<file path="src/hdl/btj_pkg.sv">
package btj_pkg;

  // Opcode fields
  localparam logic [7:0] OP_HI_BITJ = 8'h0A;
  localparam logic [11:0] OP_HI_JSHORT = 12'h0C0;
  localparam logic [7:0] OP_LO_JEA = 8'h80;
  localparam logic [5:0] EA_ABS_WORD = 6'h30;
  localparam logic [2:0] MODE_RSV = 3'h6;
  localparam logic [4:0] BIT_MAX = 5'h17;

  // Field positions
  localparam int FORM_HI = 15;
  localparam int FORM_LO = 14;
  localparam int FLD_HI = 13;
  localparam int FLD_LO = 8;
  localparam int SPACE_POS = 6;
  localparam int BIT_HI = 4;

  // Peripheral short addresses sit in the top 64 words
  localparam logic [9:0] IO_PAGE = 10'h3FF;

  // Cycle figures, in oscillator clock cycles
  localparam logic [3:0] BITJ_BASE_CYC = 4'h6;
  localparam logic [3:0] JMP_BASE_CYC = 4'h4;
  localparam logic [3:0] JX_NONE_CYC = 4'h0;
  localparam logic [3:0] JX_ABS_CYC = 4'h2;

  // Values after reset, and the count start and step
  localparam logic [15:0] ADDR_RST = 16'h0000;
  localparam logic [3:0] CNT_RST = 4'h0;
  localparam logic [3:0] CNT_START = 4'h1;

  // Operand forms, coded as bits 15:14 of the bit-test word
  typedef enum logic [1:0] {
    FORM_ABS = 2'b00,
    FORM_EA = 2'b01,
    FORM_IO = 2'b10,
    FORM_REG = 2'b11
  } btj_form_t;

  // Sequencer states, Gray along the usual path
  typedef enum logic [2:0] {
    ST_IDLE = 3'b000,
    ST_EXT = 3'b001,
    ST_AGU = 3'b011,
    ST_OPND = 3'b010,
    ST_WAIT = 3'b110
  } btj_state_t;

endpackage : btj_pkg

</file>
<file path="src/hdl/btj_decoder.sv">
`timescale 1ns/1ps
module btj_decoder #(
  parameter logic [3:0] JX_ABS = btj_pkg::JX_ABS_CYC
) (
  // Clock and reset
  input wire logic clk_sys,
  input wire logic reset,
  // Fetch stage
  input wire logic instr_valid,
  input wire logic [23:0] instr_word,
  output logic instr_ready,
  // Extension word fetch
  output logic ext_req,
  input wire logic ext_valid,
  input wire logic [23:0] ext_word,
  // Address generation
  output logic agu_req,
  output logic [2:0] agu_mode,
  output logic [2:0] agu_reg,
  input wire logic agu_ack,
  input wire logic [15:0] agu_addr,
  // Operand read
  output logic opnd_req,
  output logic opnd_is_reg,
  output logic opnd_space_y,
  output logic [15:0] opnd_addr,
  output logic [5:0] opnd_reg,
  input wire logic opnd_ack,
  input wire logic [23:0] opnd_data,
  // Program counter
  output logic pc_load,
  output logic [15:0] pc_target,
  output logic pc_advance,
  // Status
  output logic instr_done,
  output logic illegal_op
);

  typedef struct packed {
    btj_pkg::btj_state_t state;
    logic ready;
    logic ext_req;
    logic agu_req;
    logic [2:0] agu_mode;
    logic [2:0] agu_reg;
    logic opnd_req;
    logic opnd_is_reg;
    logic opnd_space_y;
    logic [15:0] opnd_addr;
    logic [5:0] opnd_reg;
    logic pc_load;
    logic pc_advance;
    logic [15:0] target;
    logic done;
    logic illegal;
    logic is_jmp;
    btj_pkg::btj_form_t form;
    logic [4:0] bit_sel;
    logic take;
    logic [3:0] cnt;
    logic [3:0] total;
  } btj_st_t;

  btj_st_t st_r;
  btj_st_t st_nxt;

  logic dec_bitj;
  logic dec_jshort;
  logic dec_jea;
  logic dec_abs;
  logic dec_legal;
  logic [3:0] dec_jx;
  logic [5:0] fld;
  btj_pkg::btj_form_t form_in;

  // Field taps on the incoming word
  assign fld = instr_word[btj_pkg::FLD_HI:btj_pkg::FLD_LO];
  assign form_in = btj_pkg::btj_form_t'(
    instr_word[btj_pkg::FORM_HI:btj_pkg::FORM_LO]);

  // Opcode recognition
  btj_op_decode u_dec (
    .word(instr_word),
    .is_bitj(dec_bitj),
    .is_jshort(dec_jshort),
    .is_jea(dec_jea),
    .ea_abs(dec_abs),
    .legal(dec_legal),
    .jx(dec_jx)
  );

  // Sequencer next state
  always_comb begin
    st_nxt = st_r;
    st_nxt.pc_load = 1'b0;
    st_nxt.pc_advance = 1'b0;
    st_nxt.done = 1'b0;
    st_nxt.illegal = 1'b0;
    if (st_r.state != btj_pkg::ST_IDLE) begin
      st_nxt.cnt = st_r.cnt + btj_pkg::CNT_START;
    end
    case (st_r.state)
      btj_pkg::ST_IDLE: begin
        if (instr_valid && st_r.ready) begin
          if (!dec_legal) begin
            st_nxt.illegal = 1'b1;
          end else begin
            st_nxt.ready = 1'b0;
            st_nxt.cnt = btj_pkg::CNT_START;
            st_nxt.is_jmp = !dec_bitj;
            st_nxt.form = form_in;
            st_nxt.bit_sel = instr_word[btj_pkg::BIT_HI:0];
            st_nxt.opnd_space_y = instr_word[btj_pkg::SPACE_POS];
            st_nxt.agu_mode = fld[5:3];
            st_nxt.agu_reg = fld[2:0];
            st_nxt.opnd_reg = fld;
            st_nxt.take = 1'b1;
            if (dec_jshort) begin
              // Single word, target zero-extended
              st_nxt.target = {4'h0, instr_word[11:0]};
              st_nxt.total = btj_pkg::JMP_BASE_CYC;
              st_nxt.state = btj_pkg::ST_WAIT;
            end else if (dec_jea) begin
              if (dec_abs) begin
                // Absolute mode needs the extension word
                st_nxt.total = btj_pkg::JMP_BASE_CYC + JX_ABS;
                st_nxt.ext_req = 1'b1;
                st_nxt.state = btj_pkg::ST_EXT;
              end else begin
                st_nxt.total = btj_pkg::JMP_BASE_CYC + dec_jx;
                st_nxt.agu_req = 1'b1;
                st_nxt.state = btj_pkg::ST_AGU;
              end
            end else begin
              st_nxt.total = btj_pkg::BITJ_BASE_CYC + dec_jx;
              st_nxt.ext_req = 1'b1;
              st_nxt.state = btj_pkg::ST_EXT;
            end
          end
        end
      end
      btj_pkg::ST_EXT: begin
        if (ext_valid) begin
          st_nxt.ext_req = 1'b0;
          st_nxt.target = ext_word[15:0];
          if (st_r.is_jmp) begin
            st_nxt.state = btj_pkg::ST_WAIT;
          end else if (st_r.form == btj_pkg::FORM_EA) begin
            st_nxt.agu_req = 1'b1;
            st_nxt.state = btj_pkg::ST_AGU;
          end else begin
            st_nxt.opnd_req = 1'b1;
            st_nxt.state = btj_pkg::ST_OPND;
            if (st_r.form == btj_pkg::FORM_REG) begin
              st_nxt.opnd_is_reg = 1'b1;
              st_nxt.opnd_addr = btj_pkg::ADDR_RST;
            end else if (st_r.form == btj_pkg::FORM_IO) begin
              st_nxt.opnd_addr = {btj_pkg::IO_PAGE, st_r.opnd_reg};
            end else begin
              st_nxt.opnd_addr = {10'h000, st_r.opnd_reg};
            end
          end
        end
      end
      btj_pkg::ST_AGU: begin
        // The address unit applies the mode update on acceptance
        if (agu_ack) begin
          st_nxt.agu_req = 1'b0;
          if (st_r.is_jmp) begin
            st_nxt.target = agu_addr;
            st_nxt.state = btj_pkg::ST_WAIT;
          end else begin
            st_nxt.opnd_addr = agu_addr;
            st_nxt.opnd_req = 1'b1;
            st_nxt.state = btj_pkg::ST_OPND;
          end
        end
      end
      btj_pkg::ST_OPND: begin
        if (opnd_ack) begin
          st_nxt.opnd_req = 1'b0;
          st_nxt.opnd_is_reg = 1'b0;
          st_nxt.take = !opnd_data[st_r.bit_sel];
          st_nxt.state = btj_pkg::ST_WAIT;
        end
      end
      btj_pkg::ST_WAIT: begin
        // Hold the result until the cycle count has elapsed
        // Count runs from one on the accept edge, so finish at total
        if (st_r.cnt >= st_r.total) begin
          st_nxt.pc_load = st_r.take;
          st_nxt.pc_advance = !st_r.take;
          st_nxt.done = 1'b1;
          st_nxt.ready = 1'b1;
          st_nxt.cnt = btj_pkg::CNT_RST;
          st_nxt.state = btj_pkg::ST_IDLE;
        end
      end
      default: begin
        st_nxt.state = btj_pkg::ST_IDLE;
        st_nxt.ready = 1'b1;
      end
    endcase
  end

  // State register
  always_ff @(posedge clk_sys or posedge reset) begin
    if (reset) begin
      st_r <= '0;
      st_r.state <= btj_pkg::ST_IDLE;
      st_r.ready <= 1'b1;
      st_r.form <= btj_pkg::FORM_ABS;
      st_r.opnd_addr <= btj_pkg::ADDR_RST;
      st_r.target <= btj_pkg::ADDR_RST;
      st_r.cnt <= btj_pkg::CNT_RST;
      st_r.total <= btj_pkg::CNT_RST;
    end else begin
      st_r <= st_nxt;
    end
  end

  // Outputs straight from the state register
  assign instr_ready = st_r.ready;
  assign ext_req = st_r.ext_req;
  assign agu_req = st_r.agu_req;
  assign agu_mode = st_r.agu_mode;
  assign agu_reg = st_r.agu_reg;
  assign opnd_req = st_r.opnd_req;
  assign opnd_is_reg = st_r.opnd_is_reg;
  assign opnd_space_y = st_r.opnd_space_y;
  assign opnd_addr = st_r.opnd_addr;
  assign opnd_reg = st_r.opnd_reg;
  assign pc_load = st_r.pc_load;
  assign pc_target = st_r.target;
  assign pc_advance = st_r.pc_advance;
  assign instr_done = st_r.done;
  assign illegal_op = st_r.illegal;

endmodule : btj_decoder

</file>
<file path="src/hdl/btj_op_decode.sv">
`timescale 1ns/1ps
module btj_op_decode (
  // Instruction word
  input wire logic [23:0] word,
  // Decode results
  output logic is_bitj,
  output logic is_jshort,
  output logic is_jea,
  output logic ea_abs,
  output logic legal,
  output logic [3:0] jx
);

  // Address mode check shared by both instructions
  function automatic logic mode_ok(input logic [5:0] f, input logic abs_ok);
    logic ok;
    ok = (f[5:3] != btj_pkg::MODE_RSV);
    if (abs_ok && f == btj_pkg::EA_ABS_WORD) begin
      ok = 1'b1;
    end
    return ok;
  endfunction : mode_ok

  // Source register groups of the register form
  function automatic logic src_ok(input logic [5:0] d);
    logic ok;
    ok = 1'b0;
    if (d[5:2] == 4'h1) begin
      ok = 1'b1;
    end else if (d[5:3] == 3'h1 || d[5:3] == 3'h2) begin
      ok = 1'b1;
    end else if (d[5:3] == 3'h3 || d[5:3] == 3'h4 || d[5:3] == 3'h7) begin
      ok = 1'b1;
    end
    return ok;
  endfunction : src_ok

  logic [1:0] form;
  logic [5:0] fld;
  logic hi_ok;
  logic bit_ok;
  logic bitj_fix;

  // Field extraction
  assign form = word[btj_pkg::FORM_HI:btj_pkg::FORM_LO];
  assign fld = word[btj_pkg::FLD_HI:btj_pkg::FLD_LO];
  assign hi_ok = (word[23:16] == btj_pkg::OP_HI_BITJ);
  assign bit_ok = (word[btj_pkg::BIT_HI:0] <= btj_pkg::BIT_MAX);
  assign bitj_fix = word[7] && !word[5];

  // Instruction recognition
  always_comb begin
    is_bitj = 1'b0;
    is_jea = 1'b0;
    is_jshort = (word[23:12] == btj_pkg::OP_HI_JSHORT);
    ea_abs = (fld == btj_pkg::EA_ABS_WORD);
    if (hi_ok) begin
      if (form == btj_pkg::FORM_EA) begin
        is_bitj = bitj_fix && mode_ok(fld, 1'b0);
      end else if (form == btj_pkg::FORM_ABS) begin
        is_bitj = bitj_fix;
      end else if (form == btj_pkg::FORM_IO) begin
        is_bitj = bitj_fix;
      end else if (word[7:5] == 3'h0) begin
        is_bitj = src_ok(fld);
      end else begin
        is_jea = (word[7:0] == btj_pkg::OP_LO_JEA) && mode_ok(fld, 1'b1);
      end
    end
    legal = is_jshort || is_jea || (is_bitj && bit_ok);
    // Extra cycles only when a jump fetches an absolute address word
    jx = (is_jea && ea_abs) ? btj_pkg::JX_ABS_CYC : btj_pkg::JX_NONE_CYC;
  end

endmodule : btj_op_decode

</file>
<file path="config.mk">
export PLATFORM = sky130hd
export DESIGN_NAME = btj_decoder
export DESIGN_NICKNAME = d
export VERILOG_FILES = /design/src/hdl/btj_pkg.sv /design/src/hdl/btj_decoder.sv /design/src/hdl/btj_op_decode.sv
export SDC_FILE = /design/constraint.sdc
export NUM_CORES = 1
export LEC_CHECK = 0
export BUFFER_PORTS_ARGS = -buffer_cell sky130_fd_sc_hd__buf_2
export CORE_MARGIN = 10
export CORE_UTILIZATION = 33
export DETAILED_ROUTE_END_ITERATION = 8
export GPL_ROUTABILITY_DRIVEN = 1
export PLACE_DENSITY = 0.67
export SYNTH_ARGS = -nofsm -noshare
export SYNTH_HDL_FRONTEND = slang
export SYNTH_SLANG_ARGS = --single-unit
</file>
<file path="constraint.sdc">
create_clock -name clk_sys -period 3.33 [get_ports clk_sys]
set_input_delay 0.666 -clock clk_sys [delete_from_list [all_inputs] [get_ports clk_sys]]
set_output_delay 0.666 -clock clk_sys [all_outputs]
set_load 0.01 [all_outputs]
</file>
# After elaboration in Yosys (flattened, before gate mapping)
# Index checks and enable logic that the tools add are counted.
# totals
register_bits,74
inputBits,94
n_memories,0
latch_bits,0
mem_bits_rw,0
mem_bits_ro,0
output_inout_bits,54
wordCells,189
# op_classes
reduce_logical,36
addsub,3
bitwise_logic,1
n_div,0
eq_ne,37
mul,0
n_shift,0
n_lt_le_gt_ge,3
muxes,87
# op_table
operator,n
16-bit two-way mux,13
16-bit case mux with 3 select lines,1
1-bit two-way mux,35
"2-bit inequality test, second input constant",16
16-bit case mux with 2 select lines,1
12-bit two-way mux,2
4-bit two-way mux,6
6-bit AND reduction,4
2-bit two-way mux,11
18-bit two-way mux,1
3-bit two-way mux,6
17-bit two-way mux,1
3-bit case mux with 5 select lines,1
7-bit AND reduction,2
"12-bit by 8-bit equality test with 1-bit output, second input constant",1
"3-bit by 2-bit equality test with 1-bit output, second input constant",4
10-bit AND reduction,1
"3-bit equality test, second input constant",3
9-bit two-way mux,1
1-bit case mux with 3 select lines,3
3-bit nonzero test,3
"3-bit by 4-bit adder with 4-bit output, first input constant",2
"8-bit by 4-bit equality test with 1-bit output, second input constant",1
"8-bit equality test, second input constant",1
other kinds (23),47

# Depth between registers and ports, before layout
# depth
depth_word,22
ltp_mapped,8
ltp_nobuf,8

# By module
# From an unflattened synthesis, not the netlist that was laid out.
# hier_totals
hier_cells,433
area_unflattened_um2,4082.7
# by_module_without_submodules
mod,area_per_inst_um2,instances,cells_per_inst,seq_area_each_um2
btj_decoder,3841.2,1,397,1702.9
btj_op_decode,241.5,1,36,0.0

# Least setup slack after synthesis
# No wires, ideal clock.
# synth_path
path_type,input port to flip-flop
from,input instr_word[13]
to,register st_r (netlist bit agu_mode[2])
required_time_ps,3205
setup_ps,125
path_buffers,1
cell_stages,6
arrival_time_ps,2328
slack_ps,877
path_cell_list,or3_1 -> a222oi_1 -> nor4_1 -> o31ai_4 -> buf_6 -> mux2_4
# synth_between
elab_chain_cells,16
elab_cells_between_ends,37
classes_between,eq/ne: 9; mux: 19; reduce/logical: 9
# synth_rtl
item,line,text
from (decl),btj_decoder.sv:10,"input wire logic [23:0] instr_word,"
6-bit equality test / 3-bit inequality test (equally long branches),"btj_op_decode.sv:18, btj_op_decode.sv:17",
1-bit two-way mux,btj_op_decode.sv:18,if (abs_ok && f == btj_pkg::EA_ABS_WORD) begin
1-bit two-way mux,btj_op_decode.sv:64,end else if (word[7:5] == 3'h0) begin
1-bit two-way mux,btj_op_decode.sv:62,end else if (form == btj_pkg::FORM_IO) begin
1-bit two-way mux,btj_op_decode.sv:60,end else if (form == btj_pkg::FORM_ABS) begin
1-bit two-way mux,btj_op_decode.sv:58,if (form == btj_pkg::FORM_EA) begin
1-bit two-way mux,btj_op_decode.sv:57,if (hi_ok) begin
1-bit logical AND,btj_op_decode.sv:67,"is_jea = (word[7:0] == btj_pkg::OP_LO_JEA) && mode_ok(fld, 1'b1);"
1-bit two-way mux,btj_op_decode.sv:64,
1-bit two-way mux,btj_op_decode.sv:62,
1-bit two-way mux,btj_op_decode.sv:60,
1-bit two-way mux,btj_op_decode.sv:58,
1-bit two-way mux,btj_op_decode.sv:57,
1-bit logical OR (2 in a row),btj_op_decode.sv:70,legal = is_jshort || is_jea || (is_bitj && bit_ok);
3-bit AND reduction (no source line),n/a,
to (signal assigned),btj_decoder.sv:218,st_r <= st_nxt;
to (decl),btj_decoder.sv:64,btj_st_t st_r;
# Parallel ways exist; a longest one is shown, timed or not. The select of a mux whose other input is x is not followed.
# A chain may end at the register's enable or synchronous reset.

# Final worst setup path
# layout_path
from,input instr_word[16]
to,register st_r[8] (netlist bit)
# layout_between
elab_chain_cells,6
elab_cells_between_ends,9
classes_between,eq/ne: 3; mux: 2; reduce/logical: 4
# layout_rtl
item,line,text
8-bit by 4-bit equality test with 1-bit output,btj_op_decode.sv:47,assign hi_ok = (word[23:16] == btj_pkg::OP_HI_BITJ);
1-bit two-way mux,btj_op_decode.sv:57,
1-bit logical OR / 1-bit logical AND (equally long branches),btj_op_decode.sv:70,
1-bit logical OR *,btj_op_decode.sv:70,
2-bit inequality test (no source line) *,n/a,
4-bit AND reduction (no source line) *,n/a,
# Every way passes the cells marked *; elsewhere a longest branch is shown, timed or not.

==> flow_summary.json <==
{
  "multi_input_area_mm2": 0.00183,
  "drt_wl_total_um": 12300,
  "synthArstFlopShare_pct": 100,
  "dr.pass1.iters": 4,
  "post_synth.cell_area_avg_um2": 9.67,
  "peakVddDrop_v": 0.000202,
  "critPathCapture": "st_r[8]$_DFFE_PP0P_",
  "cp.arrival_ns": 2.75,
  "required_ns": 3.58,
  "critPathLaunchType": "input port",
  "dieArea_mm2": 0.0168,
  "final_nets": 602,
  "crit_path_max_incr_delay_ns": 0.53,
  "drt_iter0_markers": 207,
  "switching_share_pct": 29.5,
  "cts.sinks": 67,
  "critPathKind": "in -> reg",
  "pre_cts_ws_ns": 0.507,
  "reg2regPathDepth": 7,
  "num_rows": 39,
  "port_buffers": 139,
  "largest_reg_flops": 19,
  "ant_nets": 0,
  "power.leakage_nw": 2.36,
  "placed_area_mm2": 0.00448,
  "final_max_slew_viol_count": 0,
  "clkTransAtPathRegs_ns": 0.06,
  "synth_fp_nets": 507,
  "period_share_pct": 75.0,
  "end_kind": "flop",
  "cts_setup_buffers": 0,
  "reg2reg_to": "opnd_addr[1]$_DFFE_PP0P_",
  "place_congestion": 0.829,
  "design_area_mm2": 0.00480,
  "critPathMaxFanout": 6,
  "pwr_density_cell_mw_per_mm2": 527,
  "rr_startpoint": "st_r[73]$_DFFE_PP0P_",
  "dp_hpwl_um": 9840,
  "ios": 148,
  "die_w_um": 129,
  "fill_cells": 1146,
  "clockBufferDepth": 2,
  "synth_edf_count": 0,
  "die_h_um": 129,
  "drive_gt1_share_pct": 38.3,
  "grt_max_degree": 40,
  "ys_warn_count": 0,
  "grt_pass1_vias": 3571,
  "p_int_mw": 1.78,
  "fmax_mhz": 400,
  "rsz0062_at_grt": "no",
  "pwr-share-comb_pct": 22.6,
  "tns_ns": 0,
  "drc": 0,
  "seqPwrFrac_pct": 38.4,
  "dominantRegCellSynth": "dfrtp_1",
  "finalHoldViolCount": 0,
  "skew_ns": 0.00930,
  "power.switching_uw": 747,
  "netlist_instances": 409,
  "htreeDepth": 3,
  "coreArea_mm2": 0.0116,
  "ys_seq_elements": 67,
  "status": "finished clean",
  "top_register": "st_r",
  "worst_pin_slew_ns": 0.958,
  "clkLatencyLatePin_ns": 0.33,
  "fin_ws_ns": 0.832,
  "num_vias": 3299,
  "regArea_mm2": 0.00168,
  "antenna_found_initial": 0,
  "slowest_stage": "nor4b_2",
  "overflow": 0,
  "netlist_area_mm2": 0.00396,
  "hold_buffers": 0,
  "grt_usage_pct": 14.4,
  "ctsResizeCount": 0,
  "setup_viol": 0,
  "post_drt_wl_per_cell_um": 18.8,
  "r2r_setup_slack_ns": 1.15,
  "slew_headroom_pct": 36.0,
  "initial_utilization_pct": 34.2,
  "fin_hold_ws_ns": 0.211,
  "pwr-share-clk_pct": 38.9,
  "synth.distinct_cells": 56,
  "hold_class": "in -> async",
  "cp-startpoint": "instr_word[16]",
  "yosysSeqAreaShare_pct": 42.4,
  "viasPerCell": 5.05,
  "finish.utilization_pct": 41.5,
  "cts_tree": "done",
  "finalCriticalPeriod_ns": 2.50,
  "areaGrowthSynthToFinish_pct": 21.3,
  "drv_cap": 0,
  "cts-root-buf": "clkbuf_16",
  "cts_made_buffers": 9,
  "crit_path_cell_trace": "buf_2, nor4b_2, nand4b_1, or4_1, o32ai_1, o211ai_1, a21oi_1",
  "grt_pass1_wl_um": 19000
}
## power groups by stage
| stage | clock (mW) | combinational [mW] | sequential [mW] |
|---|---|---|---|
| 5_1_grt | 1.05 | 0.642 | 0.986 |
| 4_1_cts | 1.01 | 0.580 | 0.972 |
| 6_report | 0.984 | 0.572 | 0.972 |
| 3_5_place_dp | 0 | 0.579 | 0.986 |
| 2_1_floorplan | 0 | 0.412 | 0.967 |
| 3_3_place_gp | 0 | 0.570 | 0.985 |
## per-stage QoR
step | total power [mW] | instances
2_1_floorplan | 1.38 | 409
3_3_place_gp | 1.55 | 636
3_5_place_dp | 1.56 | 636
4_1_cts | 2.56 | 652
5_1_grt | 2.68 | 652
6_report | 2.53 | 653
## cells by family (layout without fill, tap and decap cells)
family / count (synthesis) / count (layout) / synth area share [%]
multiplexers: 39 / 39 / 13.2
XOR/XNOR: 3 / 3 / 0.664
AND/OR/NAND/NOR: 124 / 124 / 15.4
buffers and inverters: 70 / 170 / 11.2
adder cells (fa/ha/maj): 4 / 4 / 1.27
other: 0 / 1 / 0
flip-flops: 67 / 67 / 42.4
AO/OA/AOI/OAI: 102 / 102 / 15.8
## routing by layer
layer | vias to the layer above | global-route usage [%] | share of wire (%)
met5 | - | 0 | 0
li1 | 1598 | - | -
met2 | 109 | 22.6 | 46
met3 | 11 | 4.40 | 7.3
met4 | 0 | 5.82 | 1.7
met1 | 1581 | 18.1 | 45
## cell type report
type / instances / area share (%)
clock buffers: 13 / 5.63
inverters: 5 / 0.391
clock inverters: 3 / 0.939
repair buffers: 149 / 16.1
diodes: 1 / 0.0522
multi-input cells: 272 / 38.2
flip-flops and latches: 67 / 35.0
well taps: 143 / 3.73
## how the worst min path moves through the flow
| stage | startpoint | endpoint | slack, ns |
|---|---|---|---|
| CTS | reset | st_r[4]$_DFF_PP0_ | 0.21 |
| global route | reset | st_r[4]$_DFF_PP0_ | 0.23 |
| detailed placement | st_r[2]$_DFFE_PP0P_ | st_r[2]$_DFFE_PP0P_ | 0.44 |
| global placement | st_r[2]$_DFFE_PP0P_ | st_r[2]$_DFFE_PP0P_ | 0.43 |
| finish | reset | st_r[4]$_DFF_PP0_ | 0.21 |
| floorplan | st_r[8]$_DFFE_PP0P_ | pc_advance$_DFF_PP0_ | 0.42 |
## cell usage in the layout, fill, tap and decap left out, types with 7 or more instances in the layout
cell	count
a21oi_1	28
a22oi_1	7
buf_2	139
buf_4	10
clkbuf_16	9
dfrtp_1	66
mux2_4	10
mux2i_1	18
nand2_1	51
nor2_1	26
o21ai_0	37
## critical path: cells and delay by family
family / cells / cell delay [ns]
simple gates: 3 / 1.28
buf+inv: 1 / 0.10
compound gates: 3 / 0.70
## cell usage after synthesis, types with 3 or more instances
cell type | number | area share (%)
a21oi_1 | 28 | 3.5
buf_4 | 44 | 8.3
dfrtp_1 | 66 | 42
nand2b_1 | 6 | 0.95
o31ai_1 | 6 | 1.1
o21ai_0 | 37 | 4.7
nor4b_1 | 3 | 0.66
mux2_4 | 10 | 3.8
nand4_1 | 3 | 0.47
inv_1 | 5 | 0.47
nor3_1 | 6 | 0.76
o21a_1 | 3 | 0.57
nand2_1 | 51 | 4.8
nor2_1 | 26 | 2.5
ha_1 | 4 | 1.3
nand3_1 | 3 | 0.38
a22oi_1 | 7 | 1.3
mux2i_1 | 18 | 4.6
and2_1 | 4 | 0.63
o211ai_1 | 3 | 0.57
o22ai_1 | 3 | 0.47
mux2_2 | 4 | 1.1
mux4_2 | 6 | 3.4
nand3b_1 | 5 | 0.95
clkbuf_1 | 18 | 1.7
Note: power is estimated with default switching activity, not from simulation.
